[config.mk]
export PLATFORM = sky130hd
export DESIGN_NAME = dms_mode_ctrl
export DESIGN_NICKNAME = d
export VERILOG_FILES = /design/src/dms_pkg.sv /design/src/dms_mode_ctrl.sv /design/src/dms_rate_detect.sv
export SDC_FILE = /design/constraint.sdc
export NUM_CORES = 1
export LEC_CHECK = 0
export ABC_AREA = 1
export BUFFER_PORTS_ARGS = -buffer_cell sky130_fd_sc_hd__buf_4
export CAP_MARGIN = 20
export CORE_MARGIN = 2
export CORE_UTILIZATION = 45
export DETAILED_ROUTE_END_ITERATION = 8
export PLACE_DENSITY = 0.68
export SLEW_MARGIN = 40
export SYNTH_ARGS = -nofsm -noshare
export SYNTH_HDL_FRONTEND = slang
export SYNTH_SLANG_ARGS = --single-unit
[constraint.sdc]
create_clock -name clk -period 3.4 [get_ports clk]
set_input_delay 0.17 -clock clk [delete_from_list [all_inputs] [get_ports clk]]
set_output_delay 0.17 -clock clk [all_outputs]
set_load 0.02 [all_outputs]
[src/dms_pkg.sv]
// Package for the reference-driven mode state machine of the line-card clock loop
// What this block does
// - Once reset is released the loop starts in Freerun, timed from the local master clock only.
// - In Freerun the loop stays there as long as the monitors report the reference disrupted.
// - In Freerun an undisturbed reference moves the loop into Normal mode.
// - In Normal a disruption seen by the monitors sends the loop back to Freerun with no command.
// - In Normal all output clocks and framing are steered from the reference input.
// - The rate of the reference is found by the block itself, with no configuration input.
// - A single-period or coarse-frequency monitor failure counts as a disruption and forces Freerun.
// - A single-period or coarse-frequency monitor past its threshold drives the reference-fail output high.
// - On leaving a locked Normal state the lock output stays high 0.1 s, then drops if still in Freerun.
// - In Freerun the oscillator runs from the master clock alone.
package dms_pkg;

   localparam int CLK_HZ         = 100_000_000;
   localparam int CLK_PERIOD_NS  = 10;
   localparam int RST_MIN_NS     = 300;
   localparam int RST_MIN_CYC    = (RST_MIN_NS + CLK_PERIOD_NS - 1) / CLK_PERIOD_NS;
   localparam int LOCK_HOLD_MS   = 100;
   localparam int LOCK_HOLD_CYC  = LOCK_HOLD_MS * (CLK_HZ / 1000);
   localparam int LOCK_QUAL_CYC  = 1000;
   localparam int HOLD_W         = 24;
   localparam int QUAL_W         = 16;

   // Reference period windows, in clock cycles, per nominal rate
   localparam int PER_W          = 14;
   localparam int P19M_MAX       = 7;
   localparam int P8M_MIN        = 6;
   localparam int P8M_MAX        = 18;
   localparam int P2M_MIN        = 26;
   localparam int P2M_MAX        = 72;
   localparam int P8K_MIN        = 12100;
   localparam int P8K_MAX        = 12800;

   typedef enum logic [1:0] {RATE_8K, RATE_2M048, RATE_8M192, RATE_19M44} dms_rate_e;
   typedef enum logic {ST_FREERUN, ST_NORMAL} dms_mode_e;

   typedef struct packed {
      logic single_period_monitor;
      logic coarse_freq_monitor;
      logic phase_in_window;
   } dms_mon_s;

   typedef struct packed {
      dms_mode_e mode;
      logic      dco_ref_sel;
      logic      lock;
      logic      ref_fail;
      dms_rate_e rate;
      logic      rate_valid;
   } dms_stat_s;

endpackage : dms_pkg

[src/dms_mode_ctrl.sv]
// Mode state machine with lock indication for the line-card clock loop
`timescale 1ns/1ps
module dms_mode_ctrl
   import dms_pkg::*;
#(
   parameter int HOLD_CYC = LOCK_HOLD_CYC,
   parameter int QUAL_CYC = LOCK_QUAL_CYC
)(
   input  wire logic      clk,     // Master clock, 100 MHz
   input  wire logic      rst_b,   // Reset, active low, asynchronous
   input  wire logic      ref_in,  // Reference clock from the network source
   input  dms_mon_s       mon,     // Monitor failure flags and phase window
   output dms_stat_s      stat     // Mode, oscillator source, lock, fail, rate
);

   ////////////////////////////////////////////////////////////////////////////////
   // Reset release

   logic rst_meta_reg;
   logic rst_n;

   // Async assert, two-flop release; pulse width is the far side's duty
   always_ff @(posedge clk or negedge rst_b) begin
      if (!rst_b) begin
         rst_meta_reg <= 1'b0;
         rst_n        <= 1'b0;
      end else begin
         rst_meta_reg <= 1'b1;
         rst_n        <= rst_meta_reg;
      end
   end

   ////////////////////////////////////////////////////////////////////////////////
   // Rate detection

   dms_rate_e rate;
   logic      rate_valid;

   dms_rate_detect u_rate (
      .clk        (clk),
      .rst_n      (rst_n),
      .ref_in     (ref_in),
      .rate       (rate),
      .rate_valid (rate_valid)
   );

   ////////////////////////////////////////////////////////////////////////////////
   // Mode state machine

   logic      mon_fail;
   logic      disrupt;
   dms_mode_e mode_reg, mode_next;

   assign mon_fail = mon.single_period_monitor | mon.coarse_freq_monitor;
   // Unknown rate also means no usable reference
   assign disrupt  = mon_fail | ~rate_valid;

   always_comb begin
      mode_next = mode_reg;
      case (mode_reg)
         ST_FREERUN: begin
            if (!disrupt) begin
               mode_next = ST_NORMAL;
            end else begin
               mode_next = ST_FREERUN;
            end
         end
         ST_NORMAL: begin
            if (disrupt) begin
               mode_next = ST_FREERUN;
            end
         end
         default: mode_next = ST_FREERUN;
      endcase
   end

   always_ff @(posedge clk or negedge rst_n) begin
      if (!rst_n) begin
         mode_reg <= ST_FREERUN;
      end else begin
         mode_reg <= mode_next;
      end
   end

   ////////////////////////////////////////////////////////////////////////////////
   // Lock qualification and hold-over

   logic [QUAL_W-1:0] qual_reg, qual_next;
   logic [HOLD_W-1:0] hold_reg, hold_next;
   logic              holding_reg, holding_next;
   logic              lock_reg, lock_next;
   logic              fail_reg, fail_next;

   always_comb begin
      qual_next    = '0;
      hold_next    = hold_reg;
      holding_next = holding_reg;
      lock_next    = lock_reg;
      fail_next    = mon_fail;
      if (mode_reg == ST_NORMAL) begin
         holding_next = 1'b0;
         hold_next    = '0;
         if (!mon.phase_in_window) begin
            qual_next = '0;
         end else if (qual_reg == QUAL_W'(QUAL_CYC - 1)) begin
            qual_next = qual_reg;
            // No fresh lock on the edge that leaves Normal
            lock_next = lock_reg | ~disrupt;
         end else begin
            qual_next = qual_reg + QUAL_W'(1);
         end
         if (mode_next == ST_FREERUN && lock_reg) begin
            holding_next = 1'b1;
         end
      end else if (holding_reg) begin
         // Ride through short hits without dropping lock
         if (hold_reg == HOLD_W'(HOLD_CYC - 1)) begin
            holding_next = 1'b0;
            lock_next    = 1'b0;
            hold_next    = '0;
         end else begin
            hold_next = hold_reg + HOLD_W'(1);
         end
      end else begin
         lock_next = 1'b0;
      end
   end

   always_ff @(posedge clk or negedge rst_n) begin
      if (!rst_n) begin
         qual_reg    <= '0;
         hold_reg    <= '0;
         holding_reg <= 1'b0;
         lock_reg    <= 1'b0;
         fail_reg    <= 1'b0;
      end else begin
         qual_reg    <= qual_next;
         hold_reg    <= hold_next;
         holding_reg <= holding_next;
         lock_reg    <= lock_next;
         fail_reg    <= fail_next;
      end
   end

   ////////////////////////////////////////////////////////////////////////////////
   // Outputs

   always_comb begin
      stat.mode        = mode_reg;
      stat.dco_ref_sel = (mode_reg == ST_NORMAL);
      stat.lock        = lock_reg;
      stat.ref_fail    = fail_reg;
      stat.rate        = rate;
      stat.rate_valid  = rate_valid;
   end
endmodule : dms_mode_ctrl

[src/dms_rate_detect.sv]
// Reference rate detector: measures the reference period in clock cycles
`timescale 1ns/1ps
module dms_rate_detect
   import dms_pkg::*;
(
   input  wire logic      clk,        // Master clock
   input  wire logic      rst_n,      // Synchronised reset, active low
   input  wire logic      ref_in,     // Reference input
   output dms_rate_e      rate,       // Detected nominal rate
   output logic           rate_valid  // Period matches a supported rate
);

   logic              ref_d_reg,   ref_d_next;
   logic [PER_W-1:0]  cnt_reg,     cnt_next;
   dms_rate_e         rate_reg,    rate_next;
   logic              valid_reg,   valid_next;
   logic              edge_seen;

   assign edge_seen = ref_in & ~ref_d_reg;

   always_comb begin
      ref_d_next = ref_in;
      cnt_next   = cnt_reg;
      rate_next  = rate_reg;
      valid_next = valid_reg;
      if (edge_seen) begin
         cnt_next   = PER_W'(1);
         valid_next = 1'b1;
         if (cnt_reg <= PER_W'(P19M_MAX) && cnt_reg < PER_W'(P8M_MIN)) begin
            rate_next = RATE_19M44;
         end else if (cnt_reg >= PER_W'(P8M_MIN) && cnt_reg <= PER_W'(P8M_MAX)) begin
            rate_next = RATE_8M192;
         end else if (cnt_reg >= PER_W'(P2M_MIN) && cnt_reg <= PER_W'(P2M_MAX)) begin
            rate_next = RATE_2M048;
         end else if (cnt_reg >= PER_W'(P8K_MIN) && cnt_reg <= PER_W'(P8K_MAX)) begin
            rate_next = RATE_8K;
         end else begin
            valid_next = 1'b0;
         end
      end else if (cnt_reg > PER_W'(P8K_MAX)) begin
         // Missing edges: no rate can be claimed any more
         valid_next = 1'b0;
      end else begin
         cnt_next = cnt_reg + PER_W'(1);
      end
   end

   always_ff @(posedge clk or negedge rst_n) begin
      if (!rst_n) begin
         ref_d_reg <= 1'b0;
         // Saturated, so the first edge after reset claims no rate
         cnt_reg   <= PER_W'(P8K_MAX + 1);
         rate_reg  <= RATE_8K;
         valid_reg <= 1'b0;
      end else begin
         ref_d_reg <= ref_d_next;
         cnt_reg   <= cnt_next;
         rate_reg  <= rate_next;
         valid_reg <= valid_next;
      end
   end

   assign rate       = rate_reg;
   assign rate_valid = valid_reg;

endmodule : dms_rate_detect

* Word-level counts from Yosys, hierarchy flattened
Index checks and enable logic that the tools add are counted.
Widths: inputs -> output; s select.
** Cells by class
- $add $sub $neg :: 3
- $mul :: 0
- Div/mod/pow operators :: 0
- Order comparisons :: 9
- Equal/unequal tests :: 7
- Shift operators :: 0
- Muxes and demuxes :: 28
- Bitwise gates (word level) :: 7
- Reduce and logical (&&, ||, !) cells :: 10
** Operators by type and width (number)
- $mux 24 :: 3
- $mux 16 :: 3
- $mux 14 :: 2
- $add 24x1->24 const B :: 1
- $eq 24x24->1 const B :: 1
- $add 16x1->16 const B :: 1
- $eq 16x10->1 const B :: 1
- $mux 1 :: 16
- $add 14x1->14 const B :: 1
- $ge 14x14->1 const B :: 1
- $ge 14x3->1 const B :: 1
- $ge 14x5->1 const B :: 1
- $gt 14x14->1 const B :: 1
- $le 14x14->1 const B :: 1
- $le 14x3->1 const B :: 1
- $le 14x5->1 const B :: 1
- $le 14x7->1 const B :: 1
- $lt 14x3->1 const B :: 1
- $mux 2 :: 4
- $logic_and 1x1->1 :: 5
- $ne 2x1->1 const B :: 2
- $reduce_bool 2->1 :: 2
- $reduce_bool 4->1 :: 1
- $ne 3x2->1 const B :: 1
- other kinds (7) :: 11
** Storage, ports and cells
- Register bits :: 64
- Bits in latches :: 0
- Memory bits (writable) :: 0
- Memory bits (read-only) :: 0
- Input bits :: 6
- Output and inout bits :: 7
- Word-level logic and storage cells :: 76
- Memories kept :: 0

* Longest topological paths before layout
Gate-level depths: netlist of the first run.
- Word-level depth :: 7
- Mapped depth :: 11
- Depth with buffers taken out :: 11

* Cells and area by module
Synthesis of the first run repeated with hierarchy kept, for this count alone.
** Unflattened totals
- Cell total of the unflattened synthesis :: 557
- Area, all modules :: 4025.1 µm²
** Modules (own cells, without submodules)
- dms_mode_ctrl :: instances 1, cells an instance 360, area each 2673.8 µm², sequential area each 1151.1 µm²
- dms_rate_detect :: instances 1, cells an instance 197, area each 1351.3 µm², sequential area each 455.4 µm²

* Worst setup path before layout of the first run
OpenSTA, ideal clock, no wires.
- Kind :: flip-flop to flip-flop
- Start point :: register u_rate.cnt_reg[0]
- End point :: register u_rate.cnt_reg[3]
- Library setup time :: 0.077 ns
- Arrival time :: 1.439 ns
- Setup slack :: 1.883 ns
- Stages on the path, launching flop included :: 11
- Path buffers :: 1
- Cell sequence :: dfstp_2 inv_1 ha_1 nand3_1 nor2_1 nand2_1 nand2_1 buf_4 nand2_1 o21ai_1 a21oi_1
** Between the ends
- Longest elaborated chain between the ends :: 3
- Elaborated cells on any way between the ends :: 5
- Those cells by class :: add/sub: 1; order compare: 1; eq/ne: 1; mux: 2
** Ends and longest elaborated chain
- from (decl) :: line dms_rate_detect.sv:14 : logic [PER_W-1:0] cnt_reg, cnt_next;
- from (signal assigned) :: line dms_rate_detect.sv:52 : cnt_reg <= PER_W'(P8K_MAX + 1);
- from (signal assigned) :: line dms_rate_detect.sv:57 : cnt_reg <= cnt_next;
- $add 14x1->14 :: line dms_rate_detect.sv:44 : cnt_next = cnt_reg + PER_W'(1);
- $mux 14 :: line dms_rate_detect.sv:40 : end else if (cnt_reg > PER_W'(P8K_MAX)) begin
- $mux 14 :: line dms_rate_detect.sv:26 : if (edge_seen) begin
Several ways; a longest one is shown, not always the timed one. The select of a mux whose other input is x is not followed.
A chain may end at the register's enable or synchronous reset.

* Worst setup path after layout of the first run
- Start point :: register u_rate.cnt_reg[0]
- End point :: register u_rate.valid_reg, in the netlist u_rate.rate_valid
** Between the ends
- Longest elaborated chain between the ends :: 7
- Elaborated cells on any way between the ends :: 19
- Those cells by class :: order compare: 9; mux: 5; reduce/logical: 5
** Ends and longest elaborated chain
- $ge 14x14->1 or $le 14x14->1 (tied branches) :: line dms_rate_detect.sv:35 : end else if (cnt_reg >= PER_W'(P8K_MIN) && cnt_reg <= PER_W'(P8K_MAX)) begin
- $logic_and 1x1->1 :: line dms_rate_detect.sv:35
- $mux 1 :: line dms_rate_detect.sv:35
- $mux 1 :: line dms_rate_detect.sv:33 : end else if (cnt_reg >= PER_W'(P2M_MIN) && cnt_reg <= PER_W'(P2M_MAX)) begin
- $mux 1 :: line dms_rate_detect.sv:31 : end else if (cnt_reg >= PER_W'(P8M_MIN) && cnt_reg <= PER_W'(P8M_MAX)) begin
- $mux 1 :: line dms_rate_detect.sv:29 : if (cnt_reg <= PER_W'(P19M_MAX) && cnt_reg < PER_W'(P8M_MIN)) begin
- $mux 1 :: line dms_rate_detect.sv:26
- to (signal assigned) :: line dms_rate_detect.sv:59 : valid_reg <= valid_next;
- to (decl) :: line dms_rate_detect.sv:16 : logic valid_reg, valid_next;
Several ways; a longest one is shown, not always the timed one.

==> results.json, run 1 <==
{
  "status": "complete, no violations",
  "cp-start-kind": "flop",
  "final_area_sq_mm": 0.00418,
  "layout-drive-gt1-share_pct": 10.8,
  "post_dp_cell_area_sq_mm": 0.00396,
  "grt-ovfl-total": 0,
  "io_pins": 13,
  "ys_warn_count": 0,
  "fmax_mhz": 513,
  "period_share_pct": 57.3,
  "setup_violations": 0,
  "die_area_sq_mm": 0.00924,
  "synth_area_sq_mm": 0.00382,
  "hpwl_um": 6300,
  "p_per_area_mw_per_mm2": 419,
  "yosysMostFrequentCell": "nand2_1",
  "synth_fp_nets": 541,
  "met3WireLength_um": 414,
  "clock-sinks": 64,
  "end_kind": "flop",
  "worstPathRequired_ns": 3.63,
  "clk_pin_slew_ns": 0.07,
  "hold_path_class": "in -> reg",
  "dr.pass1.iters": 4,
  "synth-edff-count": 0,
  "crit_path_max_fanout": 11,
  "die_y_um": 96.1,
  "yosysSeqAreaShare_pct": 42.1,
  "grt_use_total_pct": 20.8,
  "area_growth_pct": 9.40,
  "post_cts_buffers": 0,
  "wl_um": 8600,
  "rsz0062_at_grt": "no",
  "initial_core_util_pct": 46.5,
  "grt_start_max_net_pins": 41,
  "vias": 3471,
  "worstPathArrival_ns": 2.18,
  "drv_slew": 0,
  "worstMarginPinSlew_ns": 0.545,
  "portBuffers": 12,
  "clk_latency_ns": 0.35,
  "synthArstFlopShare_pct": 100,
  "post_drt_wl_per_cell_um": 13.2,
  "cts_repair_resize_count": 0,
  "vias_per_cell": 5.32,
  "wl_met1_um": 3950,
  "synth_top_area_share_pct": 39.3,
  "ys_ff_latch": 64,
  "first_iter_violations": 143,
  "synth_top_area_cell": "dfrtp_1",
  "cts_tree": "done",
  "nets": 553,
  "largest_reg_flops": 24,
  "avgSynthCellArea_sq_um": 7.19,
  "coreArea_sq_mm": 0.00822,
  "highest_layer": "met4",
  "synth.distinct_cells": 37,
  "cts_hold_buf": 2,
  "max_slew_margin_pct": 63.6,
  "synthTopCellsByArea": "dfrtp_1 39%, nand2_1 13%, nor2_1 6.7%",
  "grt_first_pass_wirelength_um": 14800,
  "antenna_found_initial": 0,
  "fin_crit_ns": 1.95,
  "p_leak_nw": 1.80,
  "htree_levels": 3,
  "synthCells": 531,
  "peakVddDrop_mv": 0.358,
  "drv_cap": 0,
  "met2_length_um": 4120,
  "num_rows": 33,
  "ys_top_cells_by_count": "134 x nand2_1, 68 x nor2_1, 60 x dfrtp_1",
  "worst-setup-path-type": "reg -> reg",
  "grt_pass1_vias": 3197,
  "num_antenna_cells": 0,
  "finalWeightedCongestion": 0.898,
  "drc": 0,
  "die_w_um": 96.1,
  "clock-root-buffer": "clkbuf_8",
  "ant_nets": 0,
  "synthFlopType": "dfrtp_1",
  "cts_made_buffers": 9,
  "fin_tns_setup_ns": 0,
  "clockBufferDepth": 2,
  "hold_viol": 0,
  "skew_ns": 0.0131
}
## cell usage in the layout, fill, tap and decap left out, types with 2 or more instances in the layout
master,instances
o21ai_1,12
inv_1,58
nor2_2,6
nor2_1,68
o22ai_1,5
buf_4,13
clkinv_2,3
nand3_2,4
xor2_1,9
nand2_1,134
dlygate4sd3_1,2
dfrtp_1,59
a31oi_1,3
nand2_2,4
nand4_1,21
nor2_4,3
ha_1,4
clkbuf_8,10
inv_2,3
nand3_1,44
a21oi_1,18
o21ai_0,27
nor3_1,17
dfstp_2,4
## routing by layer
metal	vias to the layer above	global-route usage, %
met5	-	0
met1	1622	27.2
met4	0	6.67
li1	1755	-
met2	84	33.5
met3	10	5.79
## where the power goes
part           switching [mW]  internal (mW)
Combinational           0.156         0.0821
Clock                   0.307          0.357
Sequential             0.0497          0.799
## final cells by class
type                            instances  area, sq um
Clock buffer                           11          141
Multi-Input combinational cell        391         1890
Timing Repair Buffer                   15          118
Tap cell                              105          131
Fill cell                             823         4040
Sequential cell                        64         1610
Inverter                               62          234
Clock inverter                          5         56.3
## cell families (layout without fill, tap and decap cells)
kind of cell               Yosys count  count (layout)  synth area share (%)
other                                1               1                0.0982
xor gates and xnor gates            10              10                  2.29
AOI/OAI and AO/OA                   71              71                  10.1
adders and majority gates            4               4                  1.31
DFF                                 64              64                  42.1
and+or+nand+nor                    305             305                  35.6
buffers and inverters               76              93                  8.52
## metrics by stage
| stage | hold slack [ns] | utilization, % | power, mW | worst slack, ns | cells |
|---|---|---|---|---|---|
| after floorplan | -0.126 | - | 1.02 | 1.49 | 531 |
| after global placement | -0.0470 | 48.2 | 1.10 | 1.57 | 635 |
| after detailed placement | -0.0458 | 48.2 | 1.10 | 1.51 | 635 |
| after CTS | 0.00955 | 50.9 | 1.77 | 1.49 | 653 |
| after global routing | 0.0148 | 50.9 | 1.84 | 1.33 | 653 |
| final | 0.0221 | 50.9 | 1.75 | 1.45 | 653 |
## worst max-delay path: stages (launching register included)
cell	delay, ns
dfstp_2	0.54
inv_1	0.10
ha_1	0.23
nand3_1	0.08
nor2_1	0.05
nand2_1	0.09
nand2_1	0.26
nand2_1	0.19
nand3_2	0.09
nand2_1	0.10
o21ai_0	0.10
## path summary, 6_finish.rpt
check / startpoint / end / slack, ns / cells after the start
worst max-delay path: u_rate.cnt_reg[0]$_DFFE_PN1P_ / u_rate.rate_valid$_DFFE_PN0P_ / 1.45 / 10
worst min-delay path: mon[2] / fail_reg$_DFF_PN0_ / 0.02 / 2
worst max register to register: u_rate.cnt_reg[0]$_DFFE_PN1P_ / u_rate.rate_valid$_DFFE_PN0P_ / 1.45 / 10
worst min register to register: rst_n$_DFF_PN0_ / hold_reg[6]$_DFFE_PN0P_ / 0.32 / 0
max in group asynchronous: rst_n$_DFF_PN0_ / u_rate.cnt_reg[9]$_DFFE_PN1P_ / 2.32 / 1
min in group asynchronous: rst_b / rst_n$_DFF_PN0_ / 0.14 / 2
(Power assumes the default switching activity.)
==> run 2: changes to the inputs <==
Settings changed: ABC_AREA 1 to 0, PLACE_DENSITY 0.68 to 0.7.
Clock period 3.4 ns to 1.7 ns, I/O delays scaled along.
==> run 2 against run 1 <==
Highest routed layer unchanged; first-iteration DRC count is 16% lower; sequential share of layout area is 3.5 points lower; the flow now finishes with violations (setup timing); critical path depth fell by 4; clock skew fell by 0.0046 ns; synthesized cell count down 30%; largest power group unchanged; wire length fell by 2.7%.
==> results.json, run 2 <==
{
  "final_common_cell": "buf_4",
  "synthTopCellsByArea": "dfrtp_1 43%, nor2_1 5.4%, nand2_1 4.2%",
  "rsz0062_at_grt": "yes",
  "cpMaxStageDelayCell": "dfrtp_1",
  "synth_fa_ha_area_share_pct": 1.44,
  "worstMarginPinSlew_ns": 0.562,
  "crit_path_max_fanout": 6,
  "grt_start_max_net_pins": 63,
  "pre_cts_slack_ns": -0.113,
  "synth_top_area_cell": "dfrtp_1",
  "post_drt_wl_per_cell_um": 15.2,
  "finalPower_mw": 3.86,
  "nets": 456,
  "first_iter_violations": 120,
  "worstPathArrival_ns": 2.05,
  "portBuffers": 12,
  "hpwl_um": 5390,
  "utilization_pct": 62.4,
  "cts_made_buffers": 9,
  "dr.pass1.iters": 4,
  "fmax_mhz": 550,
  "period_share_pct": 107,
  "finalWeightedCongestion": 0.914,
  "synthFlopType": "dfrtp_1",
  "cts_tree": "done",
  "synth.distinct_cells": 61,
  "cp-start-kind": "flop",
  "met3WireLength_um": 328,
  "wl_met1_um": 3770,
  "yosys.area_share.xor_xnor_pct": 6.07,
  "num_rows": 31,
  "layout-drive-gt1-share_pct": 31.0,
  "synth_area_sq_mm": 0.00346,
  "vias_per_cell": 5.62,
  "clock-sinks": 64,
  "die_y_um": 91.7,
  "initial_core_util_pct": 47.0,
  "synth_top_area_share_pct": 43.3,
  "ys_ff_latch": 64,
  "status": "finished, violations left",
  "skew_ns": 0.00851,
  "coreArea_sq_mm": 0.00737,
  "end_kind": "flop",
  "synth_compound_area_share_pct": 16.5,
  "seq_area_sq_mm": 0.00161,
  "die_area_sq_mm": 0.00842,
  "violations": "setup timing",
  "max_slew_margin_pct": 62.4,
  "reg2reg_to": "hold_reg[17]$_DFFE_PN0P_",
  "fin_ws_ns": -0.120,
  "clk_pin_slew_ns": 0.07,
  "largest_reg_flops": 24,
  "wl_um": 8370,
  "drc": 0,
  "io_pins": 13,
  "grt-ovfl-total": 0,
  "vias": 3091,
  "nFillCells": 600,
  "path_cells": "nor4_2 > and4_1 > a31oi_4 > buf_12 > and3_4 > a221o_1",
  "worstPathRequired_ns": 1.93,
  "worst-setup-path-type": "reg -> reg",
  "hold_viol": 0,
  "slowest_delay_ns": 0.39,
  "synthCells": 371,
  "setup_violations": 24,
  "ys_top_cells_by_count": "60 x dfrtp_1, 50 x nor2_1, 39 x nand2_1",
  "clock-root-buffer": "clkbuf_8",
  "r2r-start": "hold_reg[22]$_DFFE_PN0P_",
  "highest_layer": "met4",
  "antenna_found_initial": 0,
  "final_cell_mix": "77 x buf_4, 57 x dfrtp_1, 48 x nor2_1",
  "p_leak_nw": 2.03,
  "peakVddDrop_mv": 0.554,
  "die_w_um": 91.7,
  "ant_nets": 0,
  "avgSynthCellArea_sq_um": 9.34,
  "p_per_area_mw_per_mm2": 838,
  "grt_use_total_pct": 20.4,
  "grt_pass1_vias": 2967,
  "multi_input_area_sq_mm": 0.00189,
  "yosysSeqAreaShare_pct": 46.4,
  "fin_crit_ns": 1.82,
  "yosys.area_share.simple_pct": 24.7,
  "r2r_slack_ns": -0.12,
  "r2r_cells": 6,
  "synthArstFlopShare_pct": 100,
  "ys_warn_count": 0,
  "synth_top_family_by_area": "simple AND/OR/NAND/NOR gates",
  "clockBufferDepth": 2,
  "grt_first_pass_wirelength_um": 13800,
  "yosysMostFrequentCell": "dfrtp_1",
  "synth-edff-count": 0,
  "synth_fp_nets": 381,
  "drv_slew": 0,
  "area_growth_pct": 32.8,
  "hold_path_class": "in -> async",
  "drv_cap": 0,
  "clk_latency_ns": 0.35,
  "num_antenna_cells": 0,
  "htree_levels": 3,
  "synthMuxAreaShare_pct": 0.578,
  "met2_length_um": 4150
}
-- run 2: timing repair --
| action | CTS | global route |
|---|---|---|
| buffers inserted | 2 | 4 |
| cloned | 0 | 2 |
| resized for setup | 12 | 25 |
| pin swaps | 8 | 18 |
| hold buffers | 4 | 1 |
| endpoints found under the hold margin | 6 | 1 |
| endpoints found under the setup margin | 12 | 30 |
-- run 2: layout make-up --
class | instances | area share (%)
clock buffers | 14 | 3.75
well taps | 99 | 2.69
inverters | 6 | 0.489
flip-flops and latches | 64 | 35.0
multi-input cells | 279 | 41.1
repair buffers | 86 | 15.6
clock inverters | 2 | 1.31
-- run 2: worst max path at each step --
stage	from	slack (ns)	endpoint
after CTS	hold_reg[16]$_DFFE_PN0P_	-0.08	hold_reg[17]$_DFFE_PN0P_
final	hold_reg[22]$_DFFE_PN0P_	-0.12	hold_reg[17]$_DFFE_PN0P_
after detailed placement	hold_reg[16]$_DFFE_PN0P_	-0.11	hold_reg[17]$_DFFE_PN0P_
after global routing	hold_reg[22]$_DFFE_PN0P_	-0.16	hold_reg[4]$_DFFE_PN0P_
after global placement	hold_reg[16]$_DFFE_PN0P_	-0.05	hold_reg[17]$_DFFE_PN0P_
after floorplan	u_rate.cnt_reg[1]$_DFFE_PN0P_	-0.008	u_rate.rate[1]$_DFFE_PN0P_
-- run 2: metrics by stage --
stage | std cells | TNS, ns | hold WS (ns) | instance area [sq um]
after floorplan | 371 | -0.0132 | -0.211 | 3470
after global placement | 522 | -0.0784 | -0.132 | 4060
after detailed placement | 522 | -0.570 | -0.131 | 4060
after CTS | 544 | -0.217 | 0.0358 | 4400
after global routing | 550 | -2.64 | 0.0460 | 4600
final | 550 | -1.23 | 0.0472 | 4600
-- run 2: routing by layer --
layer / vias to the layer above / GRT usage (%)
met5: - / 0
met4: 0 / 7.09
met3: 10 / 5.26
met2: 67 / 33.8
met1: 1522 / 25.8
li1: 1492 / -
-- run 2: cell families after synthesis --
| kind of cell | count (synthesis) |
|---|---|
| AOI/OAI and AO/OA | 80 |
| xor gates and xnor gates | 24 |
| adders and majority gates | 4 |
| buffers and inverters | 28 |
| DFF | 64 |
| muxes | 2 |
| other | 1 |
| and+or+nand+nor | 168 |
-- run 2: where the power goes --
part           total [mW]  leakage (nW)  switching (mW)  internal, mW
clock network        1.52         0.117           0.575         0.948
logic               0.692          1.06           0.379         0.313
registers            1.64         0.849          0.0474          1.60
total                3.86          2.03            1.00          2.86
-- run 2: worst max-delay path, delay by kind of cell (launching register included) --
kind | cells | cell delay, ns
compound gates | 2 | 0.40
buf+inv | 1 | 0.17
flops | 1 | 0.39
simple gates | 3 | 0.74
